`src/logic/ipc_consts.vh`:
```
// constants for the io port controller: key, field layout, reset values
// assumes a single 200 MHz system clock and no register bus
//
// How it works
// - non-debug pins start hi-z, paths off
// - each pin picks gpio or four peripherals
// - per pin pull-up, pull-down or none
// - per pin debounce filter enable
// - input enable low gates input path
// - filter runs only on port filter clock
// - key 0x0096 unlocks clock source and divider
// - any other key value relocks
// - 2-bit source, 4-bit divider select
// - source and divider set common sampling time
// - sleep-stop bit 0 keeps filtering in sleep
// - sleep-stop bit 1 stops filtering in sleep
// - gpio output drivers can be disabled
// - filter rejects pulses under sampling time
// - output data 1 drives high, 0 low
// - input data reads pin level
// - reset: pulls off, function gpio
`ifndef IPC_CONSTS_VH
`define IPC_CONSTS_VH
`define IPC_NPINS 8
`define IPC_KEY_UNLOCK 16'h0096
`define IPC_SRC_W 2
`define IPC_DIV_W 4
`define IPC_SRC_RST 2'h0
`define IPC_DIV_RST 4'h0
`define IPC_FUNC_GPIO 1'b0
`define IPC_FILT_STAGES 2
`endif

```
`src/logic/ipc_port.v`:
```
// io port controller: per-pin mux, enables, pulls and debounce filter
// assumes pins and peripheral inputs are asynchronous; clock sources
// are enabled by software; debug pins are handled elsewhere
`timescale 1ns/100ps
`include "ipc_consts.vh"

module ipc_port
(
    input wire i_clock,                 // 200 MHz system clock
    input wire i_rst_n,                 // synchronous reset, low
    input wire [3:0] i_src_tick,        // per-source clock ticks
    input wire [3:0] i_src_run,         // clock source running
    input wire [3:0] i_src_sleep_stop,  // sleep_stop_bit per source
    input wire i_sleep,                 // chip in sleep mode
    input wire i_key_we,                // protect_key_field write
    input wire [15:0] i_key_data,       // key written
    input wire i_clk_we,                // port clock config write
    input wire [1:0] i_clock_source_sel,// new clock source
    input wire [3:0] i_clock_div_sel,   // new divider select
    input wire [7:0] i_pin_input_enable,// per-pin input enable
    input wire [7:0] i_pin_output_enable,// per-pin output enable
    input wire [7:0] i_pull_enable,     // per-pin pull enable
    input wire [7:0] i_pull_up,         // 1 up, 0 down
    input wire [7:0] i_debounce_enable_bit, // per-pin filter enable
    input wire [7:0] i_periph_sel,      // 1 peripheral, 0 gpio
    input wire [15:0] i_func_sel,       // 2 bits per pin
    input wire [7:0] i_pin_out_data,    // gpio output data
    input wire [31:0] i_periph_out,     // 4 functions x 8 pins
    input wire [31:0] i_periph_oe,      // 4 functions x 8 pins
    input wire [7:0] i_pin,             // pin level in
    output wire [7:0] o_pin,            // pin drive level
    output wire [7:0] o_pin_oe,         // pin drive enable
    output wire [7:0] o_pull_up_en,     // pull-up resistor on
    output wire [7:0] o_pull_dn_en,     // pull-down resistor on
    output wire [7:0] o_pin_in_data,    // gpio input data
    output wire [31:0] o_periph_in,     // input to each function
    output wire o_locked,               // config write protected
    output wire [1:0] o_clock_source_sel, // current source
    output wire [3:0] o_clock_div_sel,  // current divider
    output wire o_filter_active         // filter clock usable
);

// ****************************************
// protection and clock configuration
// ****************************************
reg unlock_r;
reg [1:0] src_r;
reg [3:0] div_r;

always @(posedge i_clock)
begin
    if (!i_rst_n)
    begin
        unlock_r <= 1'b0;
        src_r <= `IPC_SRC_RST;
        div_r <= `IPC_DIV_RST;
    end
    else
    begin
        if (i_key_we)
            unlock_r <= (i_key_data == `IPC_KEY_UNLOCK);
        if (i_clk_we && unlock_r)
        begin
            src_r <= i_clock_source_sel;
            div_r <= i_clock_div_sel;
        end
    end
end

assign o_locked = ~unlock_r;
assign o_clock_source_sel = src_r;
assign o_clock_div_sel = div_r;

// ****************************************
// port filter clock: source tick / 2^div
// ****************************************
// software must start the source first; a stopped source never ticks
wire src_alive;
wire src_tick;
reg [15:0] div_cnt_r;
reg fclk_tick_r;
wire [15:0] div_limit;

assign src_alive = i_src_run[src_r] &
    ~(i_sleep & i_src_sleep_stop[src_r]);
assign src_tick = i_src_tick[src_r] & src_alive;
assign div_limit = (16'h0001 << div_r) - 16'h0001;

always @(posedge i_clock)
begin
    if (!i_rst_n)
    begin
        div_cnt_r <= 16'h0000;
        fclk_tick_r <= 1'b0;
    end
    else
    begin
        fclk_tick_r <= 1'b0;
        if (src_tick)
        begin
            if (div_cnt_r >= div_limit)
            begin
                div_cnt_r <= 16'h0000;
                fclk_tick_r <= 1'b1;
            end
            else
                div_cnt_r <= div_cnt_r + 16'h0001;
        end
    end
end

assign o_filter_active = src_alive;

// ****************************************
// one slice per pin
// ****************************************
// each slice owns its synchroniser, filter and mux; the function
// buses are regrouped so a slice sees only its own four functions
wire [31:0] periph_in_w;
genvar g;

generate
    for (g = 0; g < `IPC_NPINS; g = g + 1)
    begin : g_pin
        wire [3:0] fn_out;
        wire [3:0] fn_oe;
        wire [3:0] fn_in;

        assign fn_out = {i_periph_out[24+g], i_periph_out[16+g],
            i_periph_out[8+g], i_periph_out[g]};
        assign fn_oe = {i_periph_oe[24+g], i_periph_oe[16+g],
            i_periph_oe[8+g], i_periph_oe[g]};
        assign periph_in_w[g] = fn_in[0];
        assign periph_in_w[8+g] = fn_in[1];
        assign periph_in_w[16+g] = fn_in[2];
        assign periph_in_w[24+g] = fn_in[3];

        ipc_pin_slice u_slice
        (
            .i_clock(i_clock),
            .i_rst_n(i_rst_n),
            .i_fclk_tick(fclk_tick_r),
            .i_filter_ok(src_alive),
            .i_pin(i_pin[g]),
            .i_input_enable(i_pin_input_enable[g]),
            .i_output_enable(i_pin_output_enable[g]),
            .i_pull_enable(i_pull_enable[g]),
            .i_pull_up(i_pull_up[g]),
            .i_debounce_enable(i_debounce_enable_bit[g]),
            .i_periph_sel(i_periph_sel[g]),
            .i_func_sel(i_func_sel[2*g+1:2*g]),
            .i_out_data(i_pin_out_data[g]),
            .i_periph_out(fn_out),
            .i_periph_oe(fn_oe),
            .o_pin(o_pin[g]),
            .o_pin_oe(o_pin_oe[g]),
            .o_pull_up_en(o_pull_up_en[g]),
            .o_pull_dn_en(o_pull_dn_en[g]),
            .o_in_data(o_pin_in_data[g]),
            .o_periph_in(fn_in)
        );
    end
endgenerate

assign o_periph_in = periph_in_w;

endmodule

// ****************************************
// single pin slice
// ****************************************
// one pad: synchroniser, debounce filter, input gate, function mux
// and pull control; the filter tick comes from the shared divider
module ipc_pin_slice
(
    input wire i_clock,             // system clock
    input wire i_rst_n,             // synchronous reset, low
    input wire i_fclk_tick,         // port filter clock tick
    input wire i_filter_ok,         // filter clock usable
    input wire i_pin,               // pin level, asynchronous
    input wire i_input_enable,      // input path on
    input wire i_output_enable,     // gpio drive on
    input wire i_pull_enable,       // pull resistor wanted
    input wire i_pull_up,           // 1 up, 0 down
    input wire i_debounce_enable,   // filter on
    input wire i_periph_sel,        // 1 peripheral, 0 gpio
    input wire [1:0] i_func_sel,    // peripheral function
    input wire i_out_data,          // gpio output data
    input wire [3:0] i_periph_out,  // level per function
    input wire [3:0] i_periph_oe,   // enable per function
    output wire o_pin,              // drive level
    output wire o_pin_oe,           // drive enable
    output wire o_pull_up_en,       // pull-up on
    output wire o_pull_dn_en,       // pull-down on
    output wire o_in_data,          // registered input data
    output wire [3:0] o_periph_in   // input to chosen function
);

// ****************************************
// synchroniser
// ****************************************
reg sync1_r;
reg sync2_r;

always @(posedge i_clock)
begin
    if (!i_rst_n)
    begin
        sync1_r <= 1'b0;
        sync2_r <= 1'b0;
    end
    else
    begin
        sync1_r <= i_pin;
        sync2_r <= sync1_r;
    end
end

// ****************************************
// debounce filter
// ****************************************
// samples move only on filter ticks, so a level must hold over two
// ticks before it is accepted; shorter pulses never reach filt_r
reg samp_a_r;
reg samp_b_r;
reg filt_r;

always @(posedge i_clock)
begin
    if (!i_rst_n)
    begin
        samp_a_r <= 1'b0;
        samp_b_r <= 1'b0;
        filt_r <= 1'b0;
    end
    else if (i_fclk_tick)
    begin
        samp_a_r <= sync2_r;
        samp_b_r <= samp_a_r;
        if (samp_a_r == samp_b_r)
            filt_r <= samp_b_r;
    end
end

// ****************************************
// input data
// ****************************************
// a disabled input reads 0 so a floating pad causes no switching on in_r or the function inputs
reg in_r;
reg in_nxt;

always @*
begin
    in_nxt = sync2_r;
    if (!i_input_enable)
        in_nxt = 1'b0;
    else if (i_debounce_enable)
    begin
        if (i_filter_ok)
            in_nxt = filt_r;
        else
            in_nxt = 1'b0;
    end
end

always @(posedge i_clock)
begin
    if (!i_rst_n)
        in_r <= 1'b0;
    else
        in_r <= in_nxt;
end

// ****************************************
// function mux
// ****************************************
reg out_lvl;
reg out_en;
reg [3:0] to_periph;

always @*
begin
    out_lvl = i_out_data;
    out_en = i_output_enable;
    to_periph = 4'h0;
    if (i_periph_sel != `IPC_FUNC_GPIO)
    begin
        out_lvl = i_periph_out[i_func_sel];
        out_en = i_periph_oe[i_func_sel];
        to_periph[i_func_sel] = in_r;
    end
end

assign o_pin = out_lvl;
assign o_pin_oe = out_en;
assign o_periph_in = to_periph;
assign o_in_data = in_r;

// ****************************************
// pull control
// ****************************************
// pulls are forced off while driving, as a driven pin needs none
assign o_pull_up_en = i_pull_enable & i_pull_up & ~out_en;
assign o_pull_dn_en = i_pull_enable & ~i_pull_up & ~out_en;

endmodule

```
`config.mk`:
```
export PLATFORM = sky130hd
export DESIGN_NAME = ipc_port
export DESIGN_NICKNAME = d
export VERILOG_FILES = /design/src/logic/ipc_port.v
export VERILOG_INCLUDE_DIRS = /design/src /design/src/logic
export SDC_FILE = /design/constraint.sdc
export NUM_CORES = 1
export LEC_CHECK = 0
export BUFFER_PORTS_ARGS = -buffer_cell sky130_fd_sc_hd__buf_2
export CORE_MARGIN = 3
export CORE_UTILIZATION = 45
export CTS_CLUSTER_SIZE = 25
export DETAILED_ROUTE_END_ITERATION = 12
export PLACE_DENSITY = 0.81
export SYNTH_ARGS = -nofsm -noshare
export SYNTH_HDL_FRONTEND = slang
export SYNTH_SLANG_ARGS = --single-unit
```
`constraint.sdc`:
```
create_clock -name i_clock -period 3.9 [get_ports i_clock]
set_input_delay 0.195 -clock i_clock [delete_from_list [all_inputs] [get_ports i_clock]]
set_output_delay 0.195 -clock i_clock [all_outputs]
set_load 0.01 [all_outputs]
```
* Word level (Yosys, flattened, before mapping) *
Cells that the tools add are included.

storage, ports and cells
  flip-flop bits (word level) = 72
  bits in latches = 0
  memory bits (writable) = 0
  bits in read-only memories = 0
  memories = 0

operators by class
  $add $sub $neg = 2
  multipliers = 0
  divide/modulo/power cells = 0
  $lt $le $gt $ge = 18
  equality and inequality tests = 9
  shifts and indexed selects = 1
  multiplexer cells = 96
  bitwise logic cells = 61
  reduce and logical (&&, ||, !) cells = 26

operators with widths
  operator                                                            number
  2-to-1 mux 1 bit                                                    60
  binary-select mux 1 bit (select 2 bit)                              19
  bitwise AND 1 bit                                                   35
  AND reduction 2 bit                                                 17
  bitwise AND 4 bit                                                   8
  2-to-1 mux 4 bit                                                    8
  less-than comparator 2 x 3 -> 1 bit (second input constant)         9
  NOT 1 bit                                                           18
  adder 16 x 1 -> 16 bit (second input constant)                      1
  demux 1 bit (select 2 bit)                                          8
  equality test 16 x 8 -> 1 bit (second input constant)               1
  greater-or-equal comparator 16 bit                                  1
  greater-or-equal comparator 2 x 1 -> 1 bit (second input constant)  8
  2-to-1 mux 16 bit                                                   1
  left shift 1 x 4 -> 16 bit (first input constant)                   1
  subtractor 16 x 1 -> 16 bit (second input constant)                 1
  logical AND 1 bit                                                   9
  equality test 1 bit                                                 8

* Logic depth before layout (Yosys ltp) *
Gate-level depths: netlist of the first run.

  depth after elaboration = 7
  gate-level depth with buffers = 15

* Modules after synthesis *
Synthesis of the first run repeated with hierarchy kept, for this count alone.

second synthesis, totals
  cell total of the unflattened synthesis = 594
  area, all modules = 4956.0 um^2

modules (own cells, without submodules)
  module         times used  cells an instance  area each (um^2)  sequential area each (um^2)
  ipc_pin_slice  8           46                 392.9             120.1
  ipc_port       1           226                1813.0            480.5

* Worst setup path after synthesis of the first run *
OpenSTA, ideal clock, no wires.

  path kind = register -> register
  start = register div_r[2], in the netlist o_clock_div_sel[2]
  end = register div_cnt_r[2]
  data arrival time = 3.229 ns
  setup slack = 0.536 ns
  cell stages (with the launch flop) = 16
  clock period less this slack = 3.364 ns
  cell sequence = dfxtp_1 > clkbuf_1 > nor2_1 > nand3b_1 > ha_1 > or2_2 > o21ai_0 > a22o_1 > a21oi_1 > ha_1 > nand4_1 > or4_1 > a31oi_1 > a211o_1 > buf_2 > a211oi_1

between the ends
  cells in the longest elaborated chain, start to end = 4

RTL lines
  what                                line            RTL
  start, declared                     ipc_port.v:48   reg [3:0] div_r;
  start signal, assigned              ipc_port.v:56   div_r <= `IPC_DIV_RST;
  start signal, assigned              ipc_port.v:65   div_r <= i_clock_div_sel;
  left shift 1 x 4 -> 16 bit          ipc_port.v:87   assign div_limit = (16'h0001 << div_r) - 16'h0001;
  subtractor 16 x 1 -> 16 bit         ipc_port.v:87
  greater-or-equal comparator 16 bit  ipc_port.v:101  if (div_cnt_r >= div_limit)
  2-to-1 mux 16 bit                   ipc_port.v:101
  end signal, assigned                ipc_port.v:107  div_cnt_r <= div_cnt_r + 16'h0001;
  end, declared                       ipc_port.v:80   reg [15:0] div_cnt_r;

No other way between the ends.
A chain may end at the register's enable or synchronous reset.

* Worst setup path after layout of the first run *
  start = register div_r[1], in the netlist o_clock_div_sel[1]
  end = register div_cnt_r[0]

Same word-level chain as after synthesis.

==> results of run 1 <==
==> Yosys cell counts, types with 3 or more instances <==
library cell | number | area [um^2]
a211oi_1 | 14 | 105
buf_4 | 41 | 308
and4_1 | 3 | 26.3
nand4_1 | 4 | 25.0
o22ai_1 | 8 | 50.1
nand2_1 | 51 | 191
buf_1 | 5 | 18.8
dfxtp_1 | 72 | 1440
and2_1 | 19 | 119
mux2i_1 | 25 | 250
o21ai_0 | 15 | 75.1
inv_1 | 36 | 135
nor3_1 | 21 | 105
a21o_1 | 7 | 52.6
a21oi_1 | 25 | 125
a21bo_1 | 4 | 40.0
ha_1 | 18 | 225
and3_1 | 19 | 119
clkbuf_1 | 12 | 45.0
mux4_2 | 18 | 405
mux2_2 | 8 | 90.1
buf_2 | 3 | 15.0
nor4_1 | 4 | 25.0
xnor2_1 | 14 | 123
nor2_1 | 47 | 176
nand3_1 | 19 | 95.1
==> registers in the layout, summed over array words and instances (netlist names) <==
| signal | flops |
|---|---|
| div_cnt_r | 16 |
| fclk_tick_r | 1 |
| g_pin.u_slice.filt_r | 8 |
| g_pin.u_slice.o_in_data | 8 |
| g_pin.u_slice.samp_a_r | 8 |
| g_pin.u_slice.samp_b_r | 8 |
| g_pin.u_slice.sync1_r | 8 |
| g_pin.u_slice.sync2_r | 8 |
| o_clock_div_sel | 4 |
| o_clock_source_sel | 2 |
| unlock_r | 1 |
==> cell families after synthesis <==
| group | after synthesis | share of synthesized area |
|---|---|---|
| AND/OR/NAND/NOR | 202 | 0.217 |
| buffers and inverters | 98 | 0.114 |
| AO/OA/AOI/OAI | 88 | 0.123 |
| flip-flops | 72 | 0.308 |
| multiplexers | 51 | 0.159 |
| adder cells (fa/ha/maj) | 18 | 0.0481 |
| XOR/XNOR | 16 | 0.0300 |
| other | 1 | 0.000802 |
==> critical path: cells and delay by family (launching register included) <==
| family | cells | cell delay, ps |
|---|---|---|
| AOI/OAI and AO/OA | 6 | 790 |
| buffers and inverters | 1 | 220 |
| and+or+nand+nor | 5 | 1370 |
| adders and majority gates | 2 | 660 |
| DFF | 1 | 440 |
==> final cells by class <==
type                       instances  area share
sequential                        72       0.240
multi-input combinational        376       0.451
tap                              133      0.0278
clock inverter                     6      0.0154
clock buffer                      10      0.0213
inverter                          36      0.0225
timing repair buffer             264       0.221
==> report_power, final <==
| part | total [mW] | switching (mW) | internal (mW) |
|---|---|---|---|
| logic | 0.275 | 0.129 | 0.146 |
| clock network | 0.655 | 0.290 | 0.365 |
| registers | 0.753 | 0.00769 | 0.745 |
| total | 1.68 | 0.427 | 1.26 |
==> repair_timing <==
item,in CTS,in global routing
resized for setup,0,1
endpoints found under the setup margin,0,17
endpoints found under the hold margin,0,0
buffers inserted,0,0
==> per-stage QoR <==
stage	utilization	total power [mW]	hold slack, ps	instance area, um^2
floorplan	-	0.925	322	4680
global placement	0.580	1.03	403	5770
detailed placement	0.580	1.04	406	5770
CTS	0.602	1.69	35.9	5990
global route	0.602	1.75	41.0	6000
finish	0.602	1.68	51.8	6000
==> worst paths after layout <==
check | start | endpoint | slack, ps
min | i_pin[5] | g_pin[5].u_slice.sync1_r$_SDFF_PN0_ | 50
max | o_clock_div_sel[1]$_SDFFE_PN0P_ | div_cnt_r[0]$_SDFFE_PN0P_ | 250
min reg2reg | g_pin[2].u_slice.sync1_r$_SDFF_PN0_ | g_pin[2].u_slice.sync2_r$_SDFF_PN0_ | 430
max reg2reg | o_clock_div_sel[1]$_SDFFE_PN0P_ | div_cnt_r[0]$_SDFFE_PN0P_ | 250
==> layer usage <==
metal	vias up	routed length, um	GRT usage
met5	-	0	0
met4	0	353	0.0875
met3	34	1060	0.0525
met2	209	7280	0.431
met1	2238	5050	0.229
li1	2318	-	-
==> impl_metrics.toml, run 1 <==
[floorplanning]
die_y_um = 108
pin_count = 263
die_area_mm2 = 0.0117
start_util = 0.470
die_w_um = 108
core_area_mm2 = 0.00995
rows = 36

[routing]
drtIter0Drc = 325
ant_nets = 0
wl_mm = 13.7
viasPerCell = 5.35
drt_pass1_iterations = 4
wl_per_cell_um = 15.3
drc_errors = 0
num_vias = 4799

[timing]
setup_slack_ps = 250
final-hold-violation-count = 0
clock_skew_ps = 10.0
period_minus_slack_ps = 3650
rsz0062_at_grt = "false"
final-max-slew-violation-count = 0
setup_tns_ps = 0
worst_slew_pin_slew_ps = 1150
fmax_mhz = 274
period_share = 0.936
maxSlewHeadroom = 0.234
setup_violations = 0

[clock_network]
cts_tree = "done"
htree_levels = 3
cts_root_buffer = "clkbuf_8"
clkLatencyLatePin_ps = 350
numClockSinks = 72
clk_path_buf_depth = 2
cts_hold_buf = 0
path_clk_slew_ps = 80
cts_buffers = 9

[cells_and_area]
area_growth_pct = 28.2
multiInputGateArea_mm2 = 0.00271
final_common_cell = "buf_2"
layout_common_cells = "buf_2, dfxtp_1, nand2_1"
diodes = 0
nFillCells = 869
final-seq-area_mm2 = 0.00144
drive_above_1_share = 0.411
nNetsFinal = 960
stdcell_count = 897

[setup_path]
slowest_delay_ps = 530
cp-end-kind = "flip-flop"
critPathKind = "reg -> reg"
cp.arrival_ps = 3830
worstRegToRegCells = 14
crit_path_frequent_cell = "ha_1"
path_cells = "nor2_1, nand2_1, ha_1, or2_2, o21ai_0, a22o_1, a21oi_1, ha_1, nand4_1, or4_1, a31oi_1, a211o_1, buf_4, a211oi_1"
cp-start-kind = "flip-flop"
crit_required_ps = 4080
crit_slowest_cell = "or4_1"
path_max_fanout = 17

[synth]
yosysSeqAreaShare = 0.308
async_flop_share = 0
synth_cell_types = 48
ys.flop_type = "dfxtp_1"
synth-edff-count = 0
synth_warnings = 0
syn_area_mm2 = 0.00468
synth_cells = 546
synth_nets = 747
ys_ff_latch = 72
avgSynthCellArea_um2 = 8.57

[placement]
portBuffers = 262
place_ws_ps = 255
place.gp.congestion = 0.837
dp_cells = 881
dp_hpwl_mm = 11.2

[global_route]
grt_pass1_wl_mm = 21.2
grt_max_degree = 30
grt_overflow = 0
antenna_found_initial = 0
grt_pass1_vias = 4792
track_usage = 0.223

[power_and_ir_drop]
max-vdd-ir-drop_v = 0.000195
total_leakage_power_nw = 2.88
powerDensity_mw_per_mm2 = 281

[run_status]
status = "finished clean"

[min_path]
hp-class = "in -> reg"
hold_depth = 2

[flow_run]
max_cap_viol_count = 0
Power figures use the tool's default switching activity.
==> inputs of run 2 (changes only) <==
- CORE_UTILIZATION: 45 -> 35
- GPL_ROUTABILITY_DRIVEN: default -> 0
- PLACE_DENSITY: 0.81 -> 0.66
==> run 2 against run 1 <==
Count of clock-buffer cells in the layout unchanged. Total power increased by 8.2%. Register-to-register slack improved by 240 ps. Final cell count increased by 4.7%. Combinational power decreased by 3%. Sequential power about the same. Clock power increased by 22%. Core utilization decreased by 12 points. Global-route usage decreased by 6.8 points. Non-clock buffer count increased by 4. Largest power group is now clock.
==> impl_metrics.toml, run 2 (synthesis results as in run 1) <==
[clock_network]
clkLatencyLatePin_ps = 330
cts_setup_buffers = 0
cts_tree = "done"
cts_buffers = 9
clk_path_buf_depth = 2
cts_root_buffer = "clkbuf_16"
numClockSinks = 72
cts.repair.resized = 0
htree_levels = 3
path_clk_slew_ps = 60
cts_hold_buf = 0

[routing]
drt_pass1_iterations = 4
ant_nets = 0
wl_mm = 12.3
num_vias = 4535
drc_errors = 0
viasPerCell = 4.83
wl_per_cell_um = 13.2
drtIter0Drc = 139

[setup_path]
critPathKind = "reg -> reg"
path_cells = "nor2_1, nand2_1, ha_1, buf_4, nor2_1, a22oi_1, o22a_1, ha_1, nand4_1, or4_1, a31oi_1, a211o_1, buf_4, a211oi_1"
slowest_delay_ps = 530
cp_num_cells = 14
worstRegToRegCells = 14
worstSetupStartpoint = "o_clock_div_sel[1]$_SDFFE_PN0P_"
r2r_setup_slack_ps = 490
reg2reg_to = "div_cnt_r[2]$_SDFFE_PN0P_"
path_max_fanout = 14
cp-end-kind = "flip-flop"
cp.arrival_ps = 3570
reg2reg_from = "o_clock_div_sel[1]$_SDFFE_PN0P_"
cp-start-kind = "flip-flop"
crit_required_ps = 4060
cp_top_family = "simple AND/OR/NAND/NOR gates"
cp-endpoint = "div_cnt_r[2]$_SDFFE_PN0P_"
path_buf_inv = 2
crit_slowest_cell = "or4_1"

[power_and_ir_drop]
max-vdd-ir-drop_v = 0.000208
total_leakage_power_nw = 2.92
powerDensity_mw_per_mm2 = 297

[cells_and_area]
final_common_cell = "buf_2"
largest_reg_flops = 16
top_register = "div_cnt_r"
layout_common_cells = "buf_2, dfxtp_1, nand2_1"
nFillCells = 1243
area_growth_pct = 31.2
drive_above_1_share = 0.412
diodes = 0
nNetsFinal = 964

[timing]
rsz0062_at_grt = "false"
setup_tns_ps = 0
final-max-slew-violation-count = 0
period_minus_slack_ps = 3410
fmax_mhz = 294
setup_violations = 0
period_share = 0.874
clock_skew_ps = 11.0
hold_ws_ps = 72.5
maxSlewHeadroom = 0.259
final-hold-violation-count = 0
worst_slew_pin_slew_ps = 1110

[placement]
portBuffers = 262
dp_hpwl_mm = 9.98

[floorplanning]
start_util = 0.365
die_w_um = 122
die_y_um = 122
die_area_mm2 = 0.0148
pin_count = 263
core_area_mm2 = 0.0128
rows = 41

[global_route]
grt_overflow = 0
track_usage = 0.155
antenna_found_initial = 0
grt_pass1_wl_mm = 18.9
grt_max_degree = 32
grt_pass1_vias = 4132

[flow_run]
max_cap_viol_count = 0

[run_status]
status = "finished clean"

[min_path]
hp-class = "in -> reg"
hp-start = "i_pin[3]"
==> run 2: cell types whose count changed in the layout (fill, tap and decap cells not counted), sizes merged <==
cell      delta
clkinvlp     +1
inv          -1
bufinv       -1
buf          +4
==> run 2: power breakdown <==
group / switching [mW] / internal [mW] / leakage (nW)
logic: 0.122 / 0.146 / 2.21
registers: 0.00698 / 0.746 / 0.584
clock network: 0.308 / 0.492 / 0.135
==> run 2: worst min path at each step <==
stage	end	slack [ps]	cells after the start
detailed placement	g_pin[6].u_slice.sync1_r$_SDFF_PN0_	410	2
CTS	g_pin[6].u_slice.sync1_r$_SDFF_PN0_	60	2
finish	g_pin[3].u_slice.sync1_r$_SDFF_PN0_	70	2
floorplan	g_pin[0].u_slice.sync1_r$_SDFF_PN0_	320	1
global route	g_pin[3].u_slice.sync1_r$_SDFF_PN0_	70	2
global placement	g_pin[0].u_slice.sync1_r$_SDFF_PN0_	400	2
==> run 2: final cells by class <==
| class | instances | area, um^2 | area share |
|---|---|---|---|
| clock buffers | 10 | 229 | 0.0373 |
| clock inverters | 5 | 58.8 | 0.00958 |
| inverters | 36 | 135 | 0.0220 |
| multi-input cells | 376 | 2700 | 0.440 |
| flip-flops and latches | 72 | 1440 | 0.235 |
| well taps | 172 | 215 | 0.0351 |
| repair buffers | 268 | 1360 | 0.221 |
==> run 2: metrics by stage <==
step           power [mW]  area, um^2  utilization  setup WS (ps)  std cells
2_1_floorplan       0.925        4680            -            536        546
3_3_place_gp         1.04        5850        0.456            567        924
3_5_place_dp         1.04        5850        0.456            503        924
4_1_cts              1.85        6140        0.479            484        939
5_1_grt              1.90        6140        0.479            168        939
6_report             1.82        6140        0.479            493        939
==> run 2: per-layer routing <==
metal	share of wire	global-route usage	vias up
met5	0	0	-
met4	0.0094	0.0350	0
met3	0.076	0.0390	9
met2	0.51	0.284	139
met1	0.41	0.180	2070
li1	-	-	2317
